===== src/tpi_pkg.sv =====
// constants, field layouts and state types of the transmit character input block
// assumes a 100 MHz core clock and a 32-bit avalon-mm register slave
package tpi_pkg;

    // timing
    localparam int CLK_MHZ         = 100;
    localparam int REF_LOSS_NS     = 1000;
    localparam int REF_LOSS_CYC    = (REF_LOSS_NS * CLK_MHZ) / 1000;
    localparam int BUILT_IN_SELFTEST_PERIOD_RX  = 527;
    localparam int BUILT_IN_SELFTEST_PERIOD_REF = 511;

    // phase align buffer
    localparam int PAB_DEPTH       = 4;
    localparam logic [2:0] PAB_CENTER = 3'h2;

    // register byte offsets
    localparam logic [4:0] REG_CTRL     = 5'h00;
    localparam logic [4:0] REG_RECENTER = 5'h04;
    localparam logic [4:0] REG_STATUS   = 5'h08;
    localparam logic [4:0] REG_EVENTS   = 5'h0c;
    localparam logic [4:0] REG_MASK     = 5'h10;

    // control register fields
    localparam int CTRL_TX_CLK_SEL   = 0;
    localparam int CTRL_RX_CLK_SEL   = 1;
    localparam int CTRL_SELFTEST_EN  = 2;
    localparam int CTRL_OUT1_EN      = 3;
    localparam int CTRL_OUT2_EN      = 4;
    localparam int CTRL_ENC_BYPASS   = 5;
    localparam int CTRL_HALF_RATE    = 6;
    localparam logic [6:0] CTRL_RESET = 7'h1c;

    // event register fields
    localparam int EV_OVERFLOW  = 0;
    localparam int EV_UNDERFLOW = 1;
    localparam int EV_BUILT_IN_SELFTEST_PASS = 2;
    localparam int EV_REF_LOSS  = 3;

    typedef enum logic [1:0] {
        TPI_KIND_DATA    = 2'b00,
        TPI_KIND_SPECIAL = 2'b01,
        TPI_KIND_REPLACE = 2'b10,
        TPI_KIND_RAW     = 2'b11
    } tpi_kind_t;

    typedef enum logic [0:0] {
        TPI_BUS_IDLE   = 1'b0,
        TPI_BUS_ANSWER = 1'b1
    } tpi_bus_t;

    typedef struct packed {
        tpi_kind_t   kind;
        logic [9:0]  code;
    } tpi_char_t;

    typedef struct packed {
        logic f1;
        logic f2;
        logic f3;
        logic stable;
    } tpi_sync_t;

    typedef struct packed {
        tpi_bus_t                    bus;
        logic                        waitreq;
        logic [31:0]                 rdata;
        logic [6:0]                  ctrl;
        logic                        recenter;
        logic [3:0]                  events;
        logic [3:0]                  mask;
        logic                        irq;
        tpi_sync_t                   txc;
        tpi_sync_t                   refc;
        tpi_sync_t                   rxc;
        logic [9:0]                  din1;
        logic [9:0]                  din2;
        logic [9:0]                  din3;
        logic [PAB_DEPTH-1:0][9:0]   mem;
        logic [1:0]                  wr_ptr;
        logic [1:0]                  rd_ptr;
        logic [2:0]                  fill;
        logic                        pab_err;
        logic [9:0]                  built_in_selftest_cnt;
        logic                        built_in_selftest_pulse;
        logic [7:0]                  ref_idle;
        tpi_char_t                   char_out;
        logic                        char_valid;
        logic                        err;
    } tpi_state_t;

endpackage : tpi_pkg


===== src/tpi_tx_input.sv =====
// transmit parallel character input, phase align buffer and transmit error output
// assumes clock pins and character pins are asynchronous to core_clk, and that
// word_sync_sent comes from core_clk logic of the encoder side
`timescale 1ns/100ps

module tpi_tx_input
    import tpi_pkg::*;
(
    input  wire logic        core_clk,
    input  wire logic        reset_n,
    input  wire logic [4:0]  avs_address,
    input  wire logic        avs_read,
    input  wire logic        avs_write,
    input  wire logic [31:0] avs_writedata,
    output logic      [31:0] avs_readdata,
    output logic             avs_waitrequest,
    input  wire logic        tx_input_clock,
    input  wire logic        ref_clock,
    input  wire logic        rx_recovered_clock,
    input  wire logic [7:0]  tx_char_in,
    input  wire logic [1:0]  tx_ctrl_in,
    input  wire logic        word_sync_sent,
    output tpi_char_t        enc_char_out,
    output logic             enc_char_valid,
    output logic             tx_error_flag,
    output logic             irq
);

    localparam logic [9:0] BUILT_IN_SELFTEST_LAST_RX  = 10'(BUILT_IN_SELFTEST_PERIOD_RX - 1);
    localparam logic [9:0] BUILT_IN_SELFTEST_LAST_REF = 10'(BUILT_IN_SELFTEST_PERIOD_REF - 1);
    localparam logic [7:0] REF_LOSS_LIM  = 8'(REF_LOSS_CYC);
    localparam logic [2:0] PAB_FULL      = 3'(PAB_DEPTH);

    tpi_state_t s_q;
    tpi_state_t s_d;

    // three-stage sampler; a level counts once stages two and three agree
    function automatic tpi_sync_t sync_next(input tpi_sync_t s, input logic pin);
        tpi_sync_t n;
        n.f1     = pin;
        n.f2     = s.f1;
        n.f3     = s.f2;
        n.stable = (s.f2 == s.f3) ? s.f3 : s.stable;
        return n;
    endfunction : sync_next

    // character-rate tick from the reference sampler; both edges at half rate
    function automatic logic ref_tick(input logic rise, input logic fall, input logic half);
        return rise | (half & fall);
    endfunction : ref_tick

    function automatic logic [31:0] read_mux(input tpi_state_t s, input logic [4:0] a);
        logic [31:0] v;
        v = 32'h0;
        case (a)
            REG_CTRL:     v = {25'h0, s.ctrl};
            REG_RECENTER: v = {31'h0, s.recenter};
            REG_STATUS:   v = {27'h0, s.fill, s.pab_err, s.err};
            REG_EVENTS:   v = {28'h0, s.events};
            REG_MASK:     v = {28'h0, s.mask};
            default:      v = 32'h0;
        endcase
        return v;
    endfunction : read_mux

    logic        tx_rise;
    logic        ref_rise;
    logic        ref_fall;
    logic        rx_rise;
    logic        if_tick;
    logic        char_tick;
    logic        do_write;
    logic        do_read;
    logic        recenter_now;
    logic        push_ok;
    logic        pop_ok;
    logic        overflow;
    logic        underflow;
    logic        built_in_selftest_wrap;
    logic        ref_lost;
    logic        pll_down;
    logic [3:0]  ev_set;
    logic [9:0]  pop_word;
    logic [9:0]  built_in_selftest_last;

    always_comb begin
        s_d = s_q;

        // pin sampling
        s_d.txc  = sync_next(s_q.txc, tx_input_clock);
        s_d.refc = sync_next(s_q.refc, ref_clock);
        s_d.rxc  = sync_next(s_q.rxc, rx_recovered_clock);
        s_d.din1 = {tx_ctrl_in, tx_char_in};
        s_d.din2 = s_q.din1;
        s_d.din3 = s_q.din2;

        tx_rise  = s_d.txc.stable & ~s_q.txc.stable;
        ref_rise = s_d.refc.stable & ~s_q.refc.stable;
        ref_fall = ~s_d.refc.stable & s_q.refc.stable;
        rx_rise  = s_d.rxc.stable & ~s_q.rxc.stable;

        // interface clock choice
        if (s_q.ctrl[CTRL_TX_CLK_SEL]) begin
            if_tick = ref_tick(ref_rise, ref_fall, s_q.ctrl[CTRL_HALF_RATE]);
        end else begin
            if_tick = tx_rise;
        end

        // internal character clock
        if (s_q.ctrl[CTRL_RX_CLK_SEL]) begin
            char_tick = rx_rise;
        end else begin
            char_tick = ref_tick(ref_rise, ref_fall, s_q.ctrl[CTRL_HALF_RATE]);
        end

        // register bus: answer one cycle after a request is seen
        do_write     = 1'b0;
        do_read      = 1'b0;
        recenter_now = 1'b0;
        case (s_q.bus)
            TPI_BUS_IDLE: begin
                s_d.waitreq = 1'b1;
                if (avs_read | avs_write) begin
                    s_d.bus     = TPI_BUS_ANSWER;
                    s_d.waitreq = 1'b0;
                    // read data is held from one read answer to the next
                    if (avs_read) begin
                        s_d.rdata = read_mux(s_q, avs_address);
                    end
                end
            end
            TPI_BUS_ANSWER: begin
                s_d.bus     = TPI_BUS_IDLE;
                s_d.waitreq = 1'b1;
                do_write    = avs_write;
                do_read     = avs_read;
            end
            default: begin
                s_d.bus     = TPI_BUS_IDLE;
                s_d.waitreq = 1'b1;
            end
        endcase

        if (do_write) begin
            case (avs_address)
                REG_CTRL: begin
                    s_d.ctrl = avs_writedata[6:0];
                end
                REG_RECENTER: begin
                    s_d.recenter = avs_writedata[0];
                    recenter_now = ~avs_writedata[0];
                end
                REG_MASK: begin
                    s_d.mask = avs_writedata[3:0];
                end
                default: begin
                end
            endcase
        end

        // phase align buffer
        // ticks on both sides in one cycle raise no fault and keep the fill, except an empty buffer, which gains one
        push_ok   = if_tick & (s_q.fill != PAB_FULL);
        pop_ok    = char_tick & (s_q.fill != 3'h0);
        overflow  = if_tick & ~char_tick & (s_q.fill == PAB_FULL);
        underflow = char_tick & ~if_tick & (s_q.fill == 3'h0);
        pop_word  = s_q.mem[s_q.rd_ptr];

        if (if_tick) begin
            if (push_ok | pop_ok) begin
                s_d.mem[s_q.wr_ptr] = s_q.din3;
                s_d.wr_ptr          = s_q.wr_ptr + 2'h1;
            end
        end
        if (pop_ok) begin
            s_d.rd_ptr = s_q.rd_ptr + 2'h1;
        end
        case ({if_tick & (push_ok | pop_ok), pop_ok})
            2'b10:   s_d.fill = s_q.fill + 3'h1;
            2'b01:   s_d.fill = s_q.fill - 3'h1;
            default: s_d.fill = s_q.fill;
        endcase
        if (recenter_now) begin
            s_d.wr_ptr = PAB_CENTER[1:0];
            s_d.rd_ptr = 2'h0;
            s_d.fill   = PAB_CENTER;
        end

        // sticky align error, a new fault wins over its clear
        if (overflow | underflow) begin
            s_d.pab_err = 1'b1;
        end else if (word_sync_sent | recenter_now) begin
            s_d.pab_err = 1'b0;
        end

        // character hand-off to the encoder or the shifter
        s_d.char_valid = pop_ok;
        if (pop_ok) begin
            s_d.char_out.code = pop_word;
            if (s_q.ctrl[CTRL_ENC_BYPASS]) begin
                s_d.char_out.kind = TPI_KIND_RAW;
            end else begin
                s_d.char_out.code = {2'b00, pop_word[7:0]};
                case (pop_word[9:8])
                    2'b00:   s_d.char_out.kind = TPI_KIND_DATA;
                    2'b01:   s_d.char_out.kind = TPI_KIND_SPECIAL;
                    default: s_d.char_out.kind = TPI_KIND_REPLACE;
                endcase
            end
        end

        // self-test pass pulse, one character period long
        built_in_selftest_last = s_q.ctrl[CTRL_RX_CLK_SEL] ? BUILT_IN_SELFTEST_LAST_RX : BUILT_IN_SELFTEST_LAST_REF;
        built_in_selftest_wrap = 1'b0;
        if (s_q.ctrl[CTRL_SELFTEST_EN]) begin
            s_d.built_in_selftest_cnt   = 10'h0;
            s_d.built_in_selftest_pulse = 1'b0;
        end else if (char_tick) begin
            built_in_selftest_wrap      = (s_q.built_in_selftest_cnt >= built_in_selftest_last);
            s_d.built_in_selftest_cnt   = built_in_selftest_wrap ? 10'h0 : s_q.built_in_selftest_cnt + 10'h1;
            s_d.built_in_selftest_pulse = built_in_selftest_wrap;
        end

        // reference clock watchdog
        // saturates, so a stopped reference keeps the error forced
        if (ref_rise | ref_fall) begin
            s_d.ref_idle = 8'h0;
        end else if (s_q.ref_idle != REF_LOSS_LIM) begin
            s_d.ref_idle = s_q.ref_idle + 8'h1;
        end
        ref_lost = (s_q.ref_idle == REF_LOSS_LIM);

        pll_down = ~s_q.ctrl[CTRL_OUT1_EN] & ~s_q.ctrl[CTRL_OUT2_EN];

        // error output follows the align error and the self-test pulse, except when
        // the synthesizer is down or the reference is gone
        if (pll_down | ref_lost) begin
            s_d.err = 1'b1;
        end else if (char_tick | overflow | underflow | recenter_now | word_sync_sent) begin
            s_d.err = s_d.pab_err | s_d.built_in_selftest_pulse;
        end else begin
            s_d.err = s_q.pab_err | s_q.built_in_selftest_pulse;
        end

        // sticky events, write one to clear, set wins
        ev_set = 4'h0;
        ev_set[EV_OVERFLOW]  = overflow;
        ev_set[EV_UNDERFLOW] = underflow;
        ev_set[EV_BUILT_IN_SELFTEST_PASS] = built_in_selftest_wrap;
        ev_set[EV_REF_LOSS]  = ref_lost & ~s_q.ref_idle[0];
        if (do_write && avs_address == REG_EVENTS) begin
            s_d.events = (s_q.events & ~avs_writedata[3:0]) | ev_set;
        end else begin
            s_d.events = s_q.events | ev_set;
        end
        s_d.irq = |(s_d.events & s_d.mask);

        if (do_read) begin
            s_d.rdata = s_q.rdata;
        end
    end

    always_ff @(posedge core_clk or negedge reset_n) begin
        if (!reset_n) begin
            s_q          <= '0;
            s_q.bus      <= TPI_BUS_IDLE;
            s_q.waitreq  <= 1'b1;
            s_q.ctrl     <= CTRL_RESET;
            s_q.recenter <= 1'b1;
            s_q.wr_ptr   <= PAB_CENTER[1:0];
            s_q.fill     <= PAB_CENTER;
        end else begin
            s_q <= s_d;
        end
    end

    assign avs_readdata    = s_q.rdata;
    assign avs_waitrequest = s_q.waitreq;
    assign enc_char_out    = s_q.char_out;
    assign enc_char_valid  = s_q.char_valid;
    assign tx_error_flag   = s_q.err;
    assign irq             = s_q.irq;

endmodule : tpi_tx_input


===== config.mk =====
export PLATFORM = sky130hd
export DESIGN_NAME = tpi_tx_input
export DESIGN_NICKNAME = d
export VERILOG_FILES = /design/src/tpi_pkg.sv /design/src/tpi_tx_input.sv
export SDC_FILE = /design/constraint.sdc
export NUM_CORES = 1
export LEC_CHECK = 0
export ABC_AREA = 1
export BUFFER_PORTS_ARGS = -buffer_cell sky130_fd_sc_hd__buf_4
export CORE_MARGIN = 4
export CORE_UTILIZATION = 51
export CTS_CLUSTER_SIZE = 30
export DETAILED_ROUTE_END_ITERATION = 7
export PLACE_DENSITY = 0.76
export SYNTH_ARGS = -nofsm -noshare
export SYNTH_HDL_FRONTEND = slang
export SYNTH_SLANG_ARGS = --single-unit
export TNS_END_PERCENT = 30

===== constraint.sdc =====
create_clock -name core_clk -period 2.1 [get_ports core_clk]
set_clock_uncertainty 0.15 [all_clocks]
set_input_delay 0.105 -clock core_clk [delete_from_list [all_inputs] [get_ports core_clk]]
set_output_delay 0.105 -clock core_clk [all_outputs]
set_load 0.01 [all_outputs]

# Word-level counts from Yosys, hierarchy flattened
# Index checks and enable logic that the tools add are counted.
[op_classes] addsub=6 magnitude_cmp=4 n_eq_ne=14 muxes=41 n_bitwise=44 n_reduce_logical=18
[ops] op="2-to-1 mux 10 bit" count=5
[ops] op="bitwise mux 40 bit" count=1
[ops] op="case mux 7 bit (5 select lines)" count=1
[ops] op="2-to-1 mux 34 bit" count=1
[ops] op="2-to-1 mux 32 bit" count=1
[ops] op="2-to-1 mux 11 bit" count=2
[ops] op="binary-select mux 10 bit (select 2 bit)" count=1
[ops] op="demux 10 bit (select 2 bit)" count=1
[ops] op="2-to-1 mux 8 bit" count=2
[ops] op="2-to-1 mux 1 bit" count=15
[ops] op="AND 1 bit" count=14
[ops] op="OR 1 bit" count=13
[ops] op="2-to-1 mux 4 bit" count=3
[ops] op="inverter 1 bit" count=12
[ops] op="adder 10 x 1 -> 10 bit (second input constant)" count=1
[ops] op="equality test 5 x 4 -> 1 bit (second input constant)" count=2
[ops] op=">= comparator 10 bit" count=1
[ops] op="nonzero test 2 bit" count=5
[ops] op="adder 8 x 1 -> 8 bit (second input constant)" count=1
[ops] op="AND 4 bit" count=2
[ops] op="equality test 8 x 7 -> 1 bit (second input constant)" count=1
[ops] op="2-to-1 mux 2 bit" count=4
[ops] op="!= test 8 x 7 -> 1 bit (second input constant)" count=1
[ops] op="OR 4 bit" count=2
[ops] op="other kinds (24)" count=35
[totals] regBits=174 in_bits=55 output_inout_bits=48 elab_cells=165

# Longest topological paths before layout
[depth] depth_word=16 depth_mapped=16 mapped_depth_nobuf=16

# Worst setup path before layout
# Ideal clock, no wire load.
[synth_timing] path_type="flip-flop to flip-flop" start="reg s_q[115] (netlist bit)" end="reg s_q[36] (netlist bit)" setup_time_ps=117 arrival_time_ps=1938 required_ps=1833 path_slack_ps=-106 stages_incl_launch_ff=15 path_buffers=0 period_less_slack_ps=2206 path_cell_list="dfrtp_1 a21oi_1 nor2_1 inv_1 ha_1 nand2_1 nand2_1 nand2_1 nand2_2 inv_1 nand3_2 fa_1 nand3b_1 nand3_1 nand2_1"
[synth_rtl] element="start: declaration" line="tpi_tx_input.sv:34" text="tpi_state_t s_q;"

==> flow_summary.ini <==
[die]
dieArea_um2 = 15100
fp.dieH_um = 123
std_cell_rows = 41
initial_core_util = 0.528
coreArea_um2 = 12800
ios = 103
die_x_um = 123

[synthesis]
ys_seq_elements = 149
yosysSeqAreaShare = 0.554
yosysWarningCount = 0
yosysTopAreaCell = dfrtp_1
synth_most_common_cell = nand2_1
synthArstFlopShare = 1.00
synth_edf_count = 0
avgSynthCellArea_um2 = 9.23
synth_area_um2 = 6750
synth.top_cell.area_share = 0.527
synth_ff_type = dfrtp_1
yosys-top-cells-count = 148 x nand2_1, 142 x dfrtp_1, 79 x o21ai_0
synth.distinct_cells = 42
syn_inst = 731
synthTopCellsByArea = dfrtp_1 53%, nand2_1 8.2%, o21ai_0 5.9%

[critical_path]
path_max_fanout = 5
cp-startpoint = s_q[115]
path_cells = a21oi_2, nor2_2, inv_1, ha_2, nand2_2, nand2_2, nand2_2, nand2_4, nand3_4, fa_2, nand3b_1, nand3_1, nand2_1
crit_top_cell = nand2_2
critPathTopFamily = simple AND/OR/NAND/NOR gates
crit_type = reg -> reg
cp_num_buf_inv = 1
worstPathRequired_ns = 2.26
rr_startpoint = s_q[115]
endpoint_kind = flip-flop
cp.arrival_ns = 2.40
cp_slowest_cell = dfrtp_1
critPathLaunchType = flip-flop
slowest_delay_ns = 0.41

[drt]
routed.top_layer = met4
drt-initial-drc-count = 522
routed_wl_um = 16600
drtAntennaViolNets = 0
drt-met1-wl_um = 6640
viasPerCell = 5.37
num_vias = 5474
drc = 0
wl_met2_um = 8160
dr.pass1.iters = 5
met3_length_um = 1230
wl_per_cell_um = 16.3

[placed_design]
dp_hpwl_um = 9900
dp_cells = 940
portBuffers = 52
gp_congestion = 0.873

[power_and_ir_drop]
vdd_drop_max_v = 0.000598
p_switching_mw = 3.33
clkPwrFrac = 0.316
p_int_mw = 6.87
switching_share = 0.326
p_leak_nw = 4.29
p_per_area_nw_per_um2 = 1160
comb_power_share = 0.284
seqPwrFrac = 0.400

[clock_network]
cts_root_buf = clkbuf_16
cts_max_level = 4
clkTransAtPathRegs_ns = 0.06
cts_buffer_depth = 2
tritoncts = done
clock_latency_ns = 0.43
cts_made_buffers = 17
numClockSinks = 149

[sta]
setup_violations = 55
period_share = 1.07
hold_viol_final = 0
rsz0062_at_grt = yes
setup_slack_ns = -0.138
hold-worst-slack_ns = 0.0527
maxSlewViolCount = 0
timing.fmax_mhz = 447
timing.final.crit_period_ns = 2.24

[run_status]
outcome = complete, but fails checks
violations = setup timing

[run]
cap_violations = 0

[min_path]
hp-class = in -> reg
hp-start = avs_address[0]

[grt]
grt_pass1_wl_um = 25000
grt_max_degree = 73
grt_pass1_vias = 5160
antenna_found_initial = 0
grtUsageTotal = 0.212
overflow = 0

[cells_and_area]
diodes = 0
area_delta_synth_final_pct = 30.6
stdcell_count = 1020
drive_gt1_frac = 0.256
n_fill_cell = 898
fin_util = 0.690
fin_nets = 907
-- power by group through the flow --
stage          Sequential, mW  Clock, mW  Combinational (mW)
2_1_floorplan            3.95          0                1.74
3_3_place_gp             4.02          0                2.26
3_5_place_dp             4.06          0                2.38
4_1_cts                  4.03       3.26                2.54
5_1_grt                  4.15       3.38                3.23
6_report                 4.08       3.22                2.90
-- metrics by stage --
stage | total power, mW | TNS [ns] | cell area [µm²] | setup WS [ns]
2_1_floorplan | 5.69 | -0.0308 | 6850 | -0.0308
3_3_place_gp | 6.28 | -0.0414 | 7310 | -0.0414
4_1_cts | 9.82 | -0.0828 | 8370 | -0.0811
5_1_grt | 10.8 | -8.95 | 8810 | -0.226
3_5_place_dp | 6.45 | -2.06 | 7310 | -0.170
6_report | 10.2 | -3.37 | 8810 | -0.138
-- layout by cell type, fill, tap and decap left out, drive strengths merged, types with 11 or more instances in the layout --
cell type / instances
nand2: 154
dfrtp: 142
o21ai: 96
buf: 87
nor2: 79
inv: 78
dlygate4sd3: 30
clkbuf: 26
conb: 25
nand3: 21
a21oi: 20
ha: 16
nand4: 13
a31oi: 11
-- flip-flops by register name (all words and copies together), names as in the netlist --
signal,count
avs_readdata,7
avs_waitrequest,1
enc_char_out,12
enc_char_valid,1
irq,1
s_d,26
s_q,100
tx_error_flag,1
-- area by class of cell --
cell class              instances  area, µm²  area share
clock inverters                12        176      0.0200
well taps                     172        215      0.0244
inverters                      79        322      0.0365
repair buffers                123       1260       0.143
multi-input cells             465       2650       0.300
clock buffers                  20        457      0.0518
flip-flops and latches        149       3740       0.424
-- per-layer routing --
| metal | global-route usage | up-vias |
|---|---|---|
| li1 | - | 2515 |
| met1 | 0.281 | 2649 |
| met2 | 0.343 | 257 |
| met3 | 0.0403 | 53 |
| met4 | 0.0941 | 0 |
| met5 | 0 | - |
-- worst register-to-register path, delay by kind of cell, from the launching register on --
kind | cells | cell delay (ns)
buffers and inverters | 1 | 0.06
AOI/OAI and AO/OA | 1 | 0.17
and+or+nand+nor | 9 | 0.85
adders and majority gates | 2 | 0.50
DFF | 1 | 0.41
-- final timing paths --
kind,to,slack (ns),cells past startpoint
setup / recovery,s_q[36],-0.14,13
hold / removal,avs_readdata[1],0.05,6
setup reg to reg,s_q[36],-0.14,13
hold reg to reg,s_d[85],0.20,0
max in group asynchronous,s_q[46],1.32,3
min in group asynchronous,s_q[23],0.10,3
-- cells by family after synthesis --
family | share of synthesized area
and+or+nand+nor | 0.184
DFF | 0.554
buffers and inverters | 0.108
AOI/OAI and AO/OA | 0.109
adders and majority gates | 0.0341
xor gates and xnor gates | 0.00909
other | 0.000556
muxes | 0.00167
-- what timing repair did --
action / CTS / global route
hold buffers: 32 / 0
pin swaps: 2 / 12
setup buffers: 2 / 7
gates cloned: 1 / 7
setup endpoints to repair: 47 / 64
gates resized for setup: 16 / 73
hold endpoints to repair: 186 / 0
Power figures use the tool's default switching activity.
